`config.mk`:
```
export PLATFORM = sky130hd
export DESIGN_NAME = eft_tuning_top
export DESIGN_NICKNAME = d
export VERILOG_FILES = /design/src/common/eft_pkg.sv /design/src/logic/eft_tuning_top.sv /design/src/logic/eft_modulator.sv
export SDC_FILE = /design/constraint.sdc
export NUM_CORES = 1
export LEC_CHECK = 0
export ABC_AREA = 1
export ABC_CLOCK_PERIOD_IN_PS = 20900
export BUFFER_PORTS_ARGS = -buffer_cell sky130_fd_sc_hd__buf_2
export CELL_PAD_IN_SITES_DETAIL_PLACEMENT = 0
export CELL_PAD_IN_SITES_GLOBAL_PLACEMENT = 2
export CORE_MARGIN = 2
export CORE_UTILIZATION = 40
export DETAILED_ROUTE_END_ITERATION = 12
export PLACE_DENSITY = 0.95
export SLEW_MARGIN = 20
export SYNTH_ARGS = -nofsm -noshare
export SYNTH_HDL_FRONTEND = slang
export SYNTH_SLANG_ARGS = --single-unit
```
`constraint.sdc`:
```
create_clock -name clk -period 20.9 [get_ports clk]
set_input_delay 2.09 -clock clk [delete_from_list [all_inputs] [get_ports clk]]
set_output_delay 2.09 -clock clk [all_outputs]
set_load 0.005 [all_outputs]
```
`src/common/eft_pkg.sv`:
```
package eft_pkg;
   // Register indices on the serial register port
   localparam logic [4:0] EFT_OFS_INTEGER_DIVIDER = 5'h03;
   localparam logic [4:0] EFT_OFS_FRACTIONAL_WORD = 5'h04;
   localparam logic [4:0] EFT_OFS_EXACT_STEP_COUNT = 5'h0C;
   // Field widths
   localparam int EFT_INT_BITS = 19;
   localparam int EFT_FRAC_BITS = 24;
   localparam int EFT_STEP_BITS = 14;
   localparam int EFT_DATA_BITS = 24;
   localparam int EFT_DIV_BITS = 20;
   // Values after reset
   localparam logic [18:0] EFT_INT_RESET = 19'h00000;
   localparam logic [23:0] EFT_FRAC_RESET = 24'h000000;
   localparam logic [13:0] EFT_STEP_RESET = 14'h0000;
   localparam logic [23:0] EFT_ACC_RESET = 24'h000000;
   localparam logic [13:0] EFT_PHASE_RESET = 14'h0000;
   localparam logic [19:0] EFT_DIV_RESET = 20'h00000;
endpackage

```
`src/logic/eft_tuning_top.sv`:
```
`timescale 1ns/10ps
// Contract
// - Outside exact mode the accumulator uses a fixed 2^24 binary modulus.
// - Exact mode keeps the full 24-bit accumulator and still lands exactly.
// - Exact step count register holds steps per integer interval, below 2^14.
// - Exact mode may be set per frequency or once for a common gcd.
// - Channel mode: integer and step count once, then only fractional writes.
// - Integer field is 19 bits, fractional 24 bits, both unsigned binary.
module eft_tuning_top
   import eft_pkg::*;
(
   // Clock, reset, enable
   input wire logic clk,
   input wire logic rst_b,
   input wire logic ce,
   // Register port from the serial interface
   input wire logic [4:0] reg_addr,
   input wire logic [23:0] reg_wdata,
   input wire logic reg_wr,
   input wire logic reg_rd,
   output logic [23:0] rd_data_reg,
   output logic rd_valid_reg,
   // Modulator configuration
   input wire logic mod_enable,
   input wire logic mod_bypass,
   // Status and divider output
   output logic pending_reg,
   output logic [19:0] div_ratio
);
   logic [18:0] int_stage_reg;
   logic [13:0] step_stage_reg;
   logic [18:0] int_active_reg;
   logic [23:0] frac_active_reg;
   logic [13:0] step_active_reg;
   logic [23:0] rd_data_next;
   logic pending_next;

   wire hit_int = reg_addr == EFT_OFS_INTEGER_DIVIDER;
   wire hit_frac = reg_addr == EFT_OFS_FRACTIONAL_WORD;
   wire hit_step = reg_addr == EFT_OFS_EXACT_STEP_COUNT;
   wire wr_int = ce && reg_wr && hit_int;
   wire wr_step = ce && reg_wr && hit_step;
   // Fractional write is the commit point; the other two only stage
   wire wr_frac = ce && reg_wr && hit_frac;

   // Unmapped reads return zero; narrow fields read zero above their width
   assign rd_data_next = hit_int ? {5'h00, int_stage_reg} :
                         hit_frac ? frac_active_reg :
                         hit_step ? {10'h000, step_stage_reg} :
                         24'h000000;
   // A staging write in the same cycle as the commit is carried by that commit
   assign pending_next = wr_frac ? 1'b0 : (pending_reg || wr_int || wr_step);

   always_ff @(posedge clk) begin
      if (!rst_b) begin
         int_stage_reg <= EFT_INT_RESET;
         step_stage_reg <= EFT_STEP_RESET;
      end else begin
         if (wr_int) begin
            int_stage_reg <= reg_wdata[18:0];
         end
         if (wr_step) begin
            step_stage_reg <= reg_wdata[13:0];
         end
      end
   end

   // Channel retunes touch only the fraction, so integer and steps stay as committed
   always_ff @(posedge clk) begin
      if (!rst_b) begin
         int_active_reg <= EFT_INT_RESET;
         frac_active_reg <= EFT_FRAC_RESET;
         step_active_reg <= EFT_STEP_RESET;
      end else if (wr_frac) begin
         int_active_reg <= wr_int ? reg_wdata[18:0] : int_stage_reg;
         frac_active_reg <= reg_wdata;
         step_active_reg <= wr_step ? reg_wdata[13:0] : step_stage_reg;
      end
   end

   always_ff @(posedge clk) begin
      if (!rst_b) begin
         rd_data_reg <= 24'h000000;
         rd_valid_reg <= 1'b0;
         pending_reg <= 1'b0;
      end else if (ce) begin
         rd_valid_reg <= reg_rd;
         pending_reg <= pending_next;
         if (reg_rd) begin
            rd_data_reg <= rd_data_next;
         end
      end
   end

   eft_modulator u_mod (
      .clk(clk),
      .rst_b(rst_b),
      .ce(ce),
      .mod_enable(mod_enable),
      .mod_bypass(mod_bypass),
      .load(wr_frac),
      .int_val(int_active_reg),
      .frac_val(frac_active_reg),
      .step_val(step_active_reg),
      .div_ratio_reg(div_ratio)
   );

   chk_commit_together: assert property (@(posedge clk) disable iff (!rst_b)
      wr_frac && !reg_rd |=> frac_active_reg == $past(reg_wdata)
         && int_active_reg == $past(int_stage_reg) && step_active_reg == $past(step_stage_reg))
      else $error("settings not applied together on fraction write");

   chk_stage_held: assert property (@(posedge clk) disable iff (!rst_b)
      wr_int |=> $stable(int_active_reg) && pending_reg)
      else $error("integer write took effect before commit");

   chk_channel_retune: assert property (@(posedge clk) disable iff (!rst_b)
      wr_frac && !pending_reg |=> $stable(int_active_reg) && $stable(step_active_reg))
      else $error("fraction-only retune moved integer or steps");

   chk_step_readback: assert property (@(posedge clk) disable iff (!rst_b)
      wr_step ##1 !reg_wr ##1 ce && reg_rd && hit_step && !reg_wr
         |=> rd_valid_reg && rd_data_reg == {10'h000, $past(reg_wdata[13:0], 3)})
      else $error("step count readback wrong");

   chk_int_width: assert property (@(posedge clk) disable iff (!rst_b)
      ce && reg_rd && hit_int |=> rd_data_reg[23:19] == 5'h00 && rd_data_reg[18:0] == $past(int_stage_reg))
      else $error("integer field width wrong on read");

   // Staged and active copies agree whenever nothing is pending, so a fraction-only retune is safe
   chk_staged_match: assert property (@(posedge clk) disable iff (!rst_b)
      !pending_reg |-> int_stage_reg == int_active_reg && step_stage_reg == step_active_reg)
      else $error("staged and active settings differ with nothing pending");

   chk_pending_clear: assert property (@(posedge clk) disable iff (!rst_b)
      wr_frac |=> !pending_reg)
      else $error("pending flag not cleared by commit");

   chk_pending_hold: assert property (@(posedge clk) disable iff (!rst_b)
      pending_reg && !wr_frac |=> pending_reg)
      else $error("pending flag dropped without a commit");

   chk_step_staged: assert property (@(posedge clk) disable iff (!rst_b)
      wr_step |=> $stable(step_active_reg) && pending_reg)
      else $error("step count write took effect before commit");

   chk_int_stage_write: assert property (@(posedge clk) disable iff (!rst_b)
      wr_int |=> int_stage_reg == $past(reg_wdata[18:0]))
      else $error("integer staging write lost");

   chk_step_stage_write: assert property (@(posedge clk) disable iff (!rst_b)
      wr_step |=> step_stage_reg == $past(reg_wdata[13:0]))
      else $error("step count staging write lost");

   chk_frac_applied: assert property (@(posedge clk) disable iff (!rst_b)
      wr_frac |=> frac_active_reg == $past(reg_wdata))
      else $error("fraction write not applied");

   // Active settings only move on a commit, never on their own
   chk_active_held: assert property (@(posedge clk) disable iff (!rst_b)
      !wr_frac |=> $stable(int_active_reg) && $stable(frac_active_reg) && $stable(step_active_reg))
      else $error("active settings moved without a commit");

   chk_frozen_state: assert property (@(posedge clk) disable iff (!rst_b)
      !ce |=> $stable(rd_data_reg) && $stable(rd_valid_reg) && $stable(pending_reg)
         && $stable(int_stage_reg) && $stable(step_stage_reg))
      else $error("state changed while clock enable low");

   chk_read_valid: assert property (@(posedge clk) disable iff (!rst_b)
      ce |=> rd_valid_reg == $past(reg_rd))
      else $error("read valid does not follow read strobe");

   chk_read_hold: assert property (@(posedge clk) disable iff (!rst_b)
      ce && !reg_rd |=> $stable(rd_data_reg))
      else $error("read data changed without a read");

   chk_frac_readback: assert property (@(posedge clk) disable iff (!rst_b)
      ce && reg_rd && hit_frac |=> rd_data_reg == $past(frac_active_reg))
      else $error("fraction readback wrong");

   chk_step_width: assert property (@(posedge clk) disable iff (!rst_b)
      ce && reg_rd && hit_step |=> rd_data_reg[23:14] == 10'h000)
      else $error("step count reads bits above its width");

   // Unmapped indices neither answer with data nor disturb any setting
   chk_unmapped_read: assert property (@(posedge clk) disable iff (!rst_b)
      ce && reg_rd && !hit_int && !hit_frac && !hit_step |=> rd_data_reg == 24'h000000)
      else $error("unmapped read returned data");

   chk_unmapped_write: assert property (@(posedge clk) disable iff (!rst_b)
      ce && reg_wr && !hit_int && !hit_frac && !hit_step |=> $stable(int_stage_reg)
         && $stable(step_stage_reg) && $stable(frac_active_reg) && $stable(pending_reg))
      else $error("unmapped write changed a setting");

   chk_read_passive: assert property (@(posedge clk) disable iff (!rst_b)
      ce && reg_rd && !reg_wr |=> $stable(pending_reg) && $stable(int_active_reg)
         && $stable(frac_active_reg))
      else $error("read disturbed the settings");

   // Bypass must show a freshly committed integer on the ratio registered one cycle after the commit
   chk_bypass_commit: assert property (@(posedge clk) disable iff (!rst_b)
      wr_frac ##1 ce && (!mod_enable || mod_bypass) |=> div_ratio == {1'b0, $past(int_active_reg)})
      else $error("committed integer not used in bypass");

   // The modulator may only nudge the integer ratio by one either way
   chk_ratio_range: assert property (@(posedge clk) disable iff (!rst_b)
      ce |=> div_ratio == {1'b0, $past(int_active_reg)}
         || div_ratio == 20'({1'b0, $past(int_active_reg)} + 20'h00001)
         || div_ratio == 20'({1'b0, $past(int_active_reg)} - 20'h00001))
      else $error("divider ratio strayed from the integer setting");

   // Without the exact correction nothing is ever subtracted, so no borrow can appear
   chk_binary_no_borrow: assert property (@(posedge clk) disable iff (!rst_b)
      ce && step_active_reg == EFT_STEP_RESET |=> div_ratio >= {1'b0, $past(int_active_reg)})
      else $error("binary mode divider ratio went below integer");
endmodule

```
`src/logic/eft_modulator.sv`:
```
`timescale 1ns/10ps
module eft_modulator
   import eft_pkg::*;
(
   // Clock and control
   input wire logic clk,
   input wire logic rst_b,
   input wire logic ce,
   input wire logic mod_enable,
   input wire logic mod_bypass,
   // Commit strobe and active settings
   input wire logic load,
   input wire logic [18:0] int_val,
   input wire logic [23:0] frac_val,
   input wire logic [13:0] step_val,
   // Divider ratio to the feedback divider
   output logic [19:0] div_ratio_reg
);
   logic [23:0] acc_reg;
   logic [23:0] acc_next;
   logic [13:0] phase_reg;
   logic [13:0] phase_next;
   logic [19:0] div_ratio_next;

   wire run = mod_enable && !mod_bypass;
   wire exact = step_val != EFT_STEP_RESET;
   wire wrap = exact && (phase_reg == 14'(step_val - 14'h0001));
   // Residue of frac*steps over 2^24 is the excess that ceil() added over one full step period
   wire [37:0] product = {14'h0000, frac_val} * {24'h000000, step_val};
   wire [23:0] corr = wrap ? product[23:0] : 24'h000000;
   wire [25:0] sum = {2'b00, acc_reg} + {2'b00, frac_val} - {2'b00, corr};
   wire carry = (sum[25:24] == 2'b01);
   wire borrow = sum[25];

   // Accumulator always wraps at the full 24-bit modulus; exact mode only trims once per step period
   assign acc_next = run ? sum[23:0] : EFT_ACC_RESET;
   assign phase_next = (!run || load || !exact || wrap) ? EFT_PHASE_RESET : 14'(phase_reg + 14'h0001);
   assign div_ratio_next = run ? 20'({1'b0, int_val} + {19'h00000, carry} - {19'h00000, borrow})
                               : {1'b0, int_val};

   always_ff @(posedge clk) begin
      if (!rst_b) begin
         acc_reg <= EFT_ACC_RESET;
         phase_reg <= EFT_PHASE_RESET;
         div_ratio_reg <= EFT_DIV_RESET;
      end else if (ce) begin
         acc_reg <= acc_next;
         phase_reg <= phase_next;
         div_ratio_reg <= div_ratio_next;
      end
   end

   chk_binary_modulus: assert property (@(posedge clk) disable iff (!rst_b)
      ce && run && !exact |=> acc_reg == 24'($past(acc_reg) + $past(frac_val)))
      else $error("binary modulus accumulation wrong");

   chk_exact_period: assert property (@(posedge clk) disable iff (!rst_b)
      ce && run && wrap && !load ##1 ce && run && exact && !load && !wrap && $stable(step_val)
         |=> phase_reg == 14'h0001)
      else $error("exact step period did not restart");

   chk_bypass_integer: assert property (@(posedge clk) disable iff (!rst_b)
      ce && !run |=> div_ratio_reg == {1'b0, $past(int_val)} && acc_reg == EFT_ACC_RESET)
      else $error("bypass does not pass the integer ratio");
endmodule

```
======== Yosys cells after proc, flatten, opt, wreduce, memory -nomap -nowiden ========
Cells that the tools add are included.
operators by class
  add/subtract/negate cells ............... 6
  multipliers ............................. 1
  equality and inequality tests ........... 5
  mux-type cells .......................... 10
  reductions and logical operators ........ 16
operators by type and width
  operator               number
  $mux 24                4
  $mux 14                3
  $sub 26x24->26         1
  $add 24x24->25         1
  $mul 24x14->24         1
  $add 19x1->20          1
  $mux 20                1
  $sub 20x1->20          1
  $mux 19                1
  $add 14x1->14 const B  1
  $eq 14x14->1           1
  $reduce_bool 14->1     1
  $sub 14x1->14 const B  1
  $logic_and 1x1->1      6
  $eq 5x2->1 const B     1
  $eq 5x3->1 const B     1
  $eq 5x4->1 const B     1
  $logic_or 1x1->1       5
  $logic_not 1->1        3
  $eq 2x1->1 const B     1
  $reduce_and 2->1       1
  $mux 1                 1
storage, ports and cells
  bits in registers ....................... 174
  bits of input ports ..................... 36
  logic and storage cells ................. 49

======== Logic depth before layout (Yosys ltp) ========
  depth in word-level cells ............... 9
  mapped depth ............................ 50
  depth with buffers taken out ............ 47

======== Modules after synthesis ========
A second synthesis with hierarchy kept.
unflattened totals
  cell total of the unflattened synthesis .. 2789
  area total of the unflattened synthesis .. 18901.9 um^2
modules (own cells, without submodules)
  module          times used  cells an instance  area each (um^2)  seq. area each (um^2)
  eft_modulator   1           2111               14103.5           1161.1
  eft_tuning_top  1           678                4798.4            2322.2

======== Least setup slack after synthesis ========
OpenSTA, ideal clock, no wires.
  kind .................................... register to register
  from .................................... reg step_active_reg[5]
  to ...................................... reg u_mod.div_ratio_reg[10]
  library setup time ...................... 0.132 ns
  data arrival time ....................... 8.263 ns
  path slack .............................. 12.505 ns
  stages on the path, launching flop included .. 43
  path buffers ............................ 3
  clock period less this slack ............ 8.395 ns
  cell sequence ........................... dfxtp_1 buf_2 buf_1 clkbuf_1 nand2_1 fa_1 fa_1 fa_1 inv_1 fa_1 fa_1 inv_1 fa_1 inv_1 ha_1 nand2_1 nor2_1 and3_1 (+7 left out) nand3_1 nand3_1 a21oi_1 xnor2_1 nand2_1 ha_1 fa_1 nand2_1 nand2_1 nand2_1 nand2_1 nand2_1 nand2_1 nand2_1 nand2_1 xor2_1 o21ai_0 a21oi_1
between the ends
  longest elaborated chain between the ends .. 9
  elaborated cells between the ends (all ways) .. 11
  those cells by class .................... add/sub (4); mul (1); eq/ne (2); mux (2); reduce/logical (2)
ends and longest elaborated chain
  what                                                                    RTL line              text
  start: declaration                                                      eft_tuning_top.sv:34  logic [13:0] step_active_reg;
  start signal: assignment                                                eft_tuning_top.sv:77  step_active_reg <= wr_step ? reg_wdata[13:0] : step_stage_reg;
  parallel branches: the longest is 3 deep, another holds $mul 24x14->24  -
  $mux 24 *                                                               eft_modulator.sv:30   wire [23:0] corr = wrap ? product[23:0] : 24'h000000;
  $sub 26x24->26 *                                                        eft_modulator.sv:31   wire [25:0] sum = {2'b00, acc_reg} + {2'b00, frac_val} - {2'b00, corr};
  $eq 2x1->1                                                              eft_modulator.sv:32   wire carry = (sum[25:24] == 2'b01);
  $add 19x1->20                                                           eft_modulator.sv:38   assign div_ratio_next = run ? 20'({1'b0, int_val} + {19'h00000, carry} - {19'h00000, borrow})
  $sub 20x1->20 *                                                         eft_modulator.sv:38
  $mux 20 *                                                               eft_modulator.sv:38
  end signal: assignment                                                  eft_modulator.sv:49   div_ratio_reg <= div_ratio_next;
  end: declaration                                                        eft_modulator.sv:17   output logic [19:0] div_ratio_reg
Every way passes the cells marked *.
A chain may end at the register's enable or synchronous reset.

======== Worst setup path after layout ========
Same ends and word-level chain as after synthesis.

==> results.rst <==
.. list-table::
   :header-rows: 1

   * - Metric
     - Value
   * - Largest net degree at the start of global routing
     - 59
   * - Fraction of final layout cells with drive strength greater than 1
     - 0.0691
   * - Arrival time at the worst endpoint
     - 9.89 ns
   * - Setup repair after global routing missed its margin
     - false
   * - DIE WIDTH
     - 219 um
   * - Leak Pwr
     - 10.4 nW
   * - PortBufs
     - roughly 80
   * - Library cell with the largest summed area after synthesis
     - sky130_fd_sc_hd__fa_1
   * - Final period demand of the worst path
     - 9.54 ns
   * - Global-route wire length before repair
     - ~95000 um
   * - Clock Pin Slew Worst Setup and Hold Paths
     - approximately 0.08 ns
   * - Origin of the critical flop-to-flop path
     - step_active_reg[5]
   * - Instance count after placement with tap cells included
     - around 3200
   * - # resized after CTS
     - 0
   * - Power per unit of standard cell area
     - about 42 nW/um^2
   * - Number of buffers added for setup after CTS
     - 0
   * - Latest clock arrival within the worst-skew pair
     - 0.49 ns
   * - Depth of the worst hold-timing path
     - 2
   * - Starting utilization of the core area
     - 0.407
   * - Detailed-routing iteration count for the pre-antenna-repair pass
     - 6
   * - Met1 routed wirelength after detailed routing
     - 27200 um
   * - Number of antenna violations at the first check in global routing
     - 1
   * - Cell Area, Synth
     - around 19000 um^2
   * - Vias per cell
     - 5.23
   * - Utilization after layout
     - 0.439
   * - Buffer type at the clock tree root
     - sky130_fd_sc_hd__clkbuf_16
   * - Most used cell along the critical path
     - sky130_fd_sc_hd__nand2_1
   * - Bufs on Longest Clock Path
     - 2
   * - Initial DRC Count
     - 1299
   * - Most used flip-flop cell after synthesis
     - sky130_fd_sc_hd__dfxtp_1
   * - Required time at the endpoint of the critical path
     - 21.25 ns
   * - Type of origin of the critical path
     - flop
   * - Total routing resource utilization after global routing
     - 0.256
   * - Async set-or-reset flop fraction in the synthesized netlist
     - 0
   * - Critical path class
     - flop to flop
   * - Class of the tightest hold or removal check
     - flop to flop
   * - Outcome
     - complete, no violations
   * - Remaining DRCs
     - 0
   * - Max cap viols
     - 0
   * - Hold_buf cts
     - 0
   * - Fin nets
     - 3000
   * - Critical path's largest stage delay
     - approximately 1.0 ns
   * - CTS HTree Levels
     - 4
   * - Total wirelength of the detailed-routed design
     - 59200 um
   * - Depth of the worst register-to-register path
     - 39
   * - GRT overflow
     - 0
   * - Number of global-route vias before repair
     - 17362
   * - Number of synthesized flops with an enable pin
     - 0
   * - Floorplan row count
     - a little under 80
   * - Sequential element share of the synthesized area
     - 0.188
   * - Setup slack on the worst flop-to-flop path
     - 11.36 ns
   * - Crit-path max FO
     - 24
   * - Worst Clk Skew
     - about 0.02 ns
   * - Overall via count from detail_route
     - 17145
   * - Number of routed nets with antenna violations
     - 0
   * - Number of buffers added by the clock tree synthesis step
     - 17
   * - I/O pin count
     - 82
   * - Layout Area Growth over Synthesis
     - 7.88%
   * - Count of antenna diodes in the layout
     - 0
   * - Core area
     - around 46000 um^2
   * - Start point of the worst hold path
     - u_mod.div_ratio_reg[8]
   * - Most common library cell in the layout ignoring fill and taps
     - sky130_fd_sc_hd__nand2_1
   * - Share of the synthesized area in the top cell type
     - 0.193
   * - TritonCTS clock tree
     - done
   * - Final Hold Vio Count
     - 0
   * - Total length of routed met3 wires
     - 3200 um
   * - Kind of end point of the critical path
     - flop
   * - Fmax
     - roughly 0.10 GHz
   * - Max Used Layer
     - met4
   * - Sink count of the clock tree
     - 174
   * - Met2 wire len
     - 27400 um
   * - Number of synthesis warnings
     - 0
   * - Yosys reg bits
     - 174
   * - Reg-to-reg critical path endpoint
     - u_mod.div_ratio_reg[10]
   * - Worst Hold Path EP
     - u_mod.div_ratio_reg[8]
   * - Area contributors post-synth
     - sky130_fd_sc_hd__fa_1 (19%), sky130_fd_sc_hd__dfxtp_1 (19%), sky130_fd_sc_hd__nand2_1 (13%)
   * - DP Wirelength
     - 45600 um
   * - Number of standard cells after synthesis
     - between 2000 and 3000
   * - Cell Count, Final, Fillers Out
     - 3278
   * - Area of the die
     - 48100 um^2
   * - Number of nets in the synthesized netlist
     - 2999
   * - Detailed-route wire length per cell
     - 18.1 um
   * - Total Power
     - 841 uW
   * - Most used cells in the layout excluding fill and tap cells
     - sky130_fd_sc_hd__nand2_1 (650), sky130_fd_sc_hd__inv_1 (485), sky130_fd_sc_hd__a21oi_1 (222), sky130_fd_sc_hd__fa_1 (179), sky130_fd_sc_hd__dfxtp_1 (174)
   * - Total Neg Setup Slack
     - 0 ns
   * - Final max-slew violation count
     - 0
   * - Library cell contributing the largest single delay on the critical path
     - sky130_fd_sc_hd__dfxtp_1
   * - Tcrit/Tclk final
     - 0.457
   * - Post-synthesis average cell area
     - 6.96 um^2
   * - Setup slack at placement
     - around 11 ns
   * - Die Height
     - 219 um
   * - Peak supply drop
     - 0.0843 mV
   * - Final estimated routing congestion in global placement
     - 0.964
   * - Number of library cell types mapped by synthesis
     - between 40 and 50
   * - Transition time at the pin with the least slew margin
     - 1.10 ns
   * - Slew margin rel.
     - 0.265
   * - PnR worst setup slack
     - 11.36 ns
   * - Final setup viols
     - 0
[routing by layer]
metal / vias to the layer above / global-route usage
met5: - / 0
met2: 467 / 0.420
met3: 79 / 0.0396
met1: 8225 / 0.346
li1: 8374 / -
met4: 0 / 0.0782
[cell families (layout without fill, tap and decap cells)]
| group | count (synthesis) | count (layout) | share of synthesized area |
|---|---|---|---|
| compound gates | 471 | 471 | 0.143 |
| simple gates | 1038 | 1038 | 0.235 |
| xor+xnor | 68 | 68 | 0.0321 |
| fa+ha+maj | 299 | 299 | 0.274 |
| buf+inv | 614 | 628 | 0.128 |
| flops | 174 | 174 | 0.188 |
[cell usage after synthesis, drive strengths merged (13+ instances only)]
cell	number
nand2	656
xor2	45
ha	120
or2	13
nor3	18
a31oi	23
dfxtp	174
buf	32
fa	179
xnor2	23
clkbuf	91
o22ai	20
nor2	170
nand3	141
o211ai	14
o21ai	128
a21oi	228
nand4	24
inv	491
[report_power, final]
| part | internal [mW] | leakage (nW) | switching (mW) | total, mW |
|---|---|---|---|---|
| registers | 0.338 | 1.41 | 0.00692 | 0.345 |
| clock network | 0.186 | 0.306 | 0.172 | 0.358 |
| logic | 0.0461 | 8.68 | 0.0926 | 0.139 |
[stage by stage]
| stage | hold slack [ns] | instance area, um^2 |
|---|---|---|
| after detailed placement | 0.453 | 19400 |
| after floorplan | 0.446 | 18500 |
| after global routing | 0.474 | 20000 |
| final | 0.464 | 20000 |
| after CTS | 0.466 | 20000 |
| after global placement | 0.450 | 19400 |
[worst max-delay path by stage]
stage | endpoint | depth (start not counted) | start
after floorplan | u_mod.div_ratio_reg[10] | 42 | step_active_reg[5]
after global placement | u_mod.div_ratio_reg[10] | 39 | step_active_reg[6]
after detailed placement | u_mod.div_ratio_reg[10] | 38 | step_active_reg[5]
after CTS | u_mod.div_ratio_reg[10] | 38 | step_active_reg[5]
after global routing | u_mod.div_ratio_reg[10] | 38 | step_active_reg[5]
final | u_mod.div_ratio_reg[10] | 39 | step_active_reg[5]
[critical path: cells and delay by family, from the launching register on]
family,cells,cell delay (ns)
AO/OA/AOI/OAI,7,1.31
XOR/XNOR,2,0.32
adder cells (fa/ha/maj),10,4.54
buffers and inverters,3,0.15
flip-flops,1,1.02
AND/OR/NAND/NOR,17,2.05
[layout make-up]
cell class	instances	area, um^2
inverter	491	1840
fill	4713	25600
clock inverter	14	199
tap	600	751
multi-input combinational	1876	12700
clock buffer	18	439
timing repair buffer	105	586
sequential	174	3480
No activity file was read; power rests on OpenSTA's default activity.
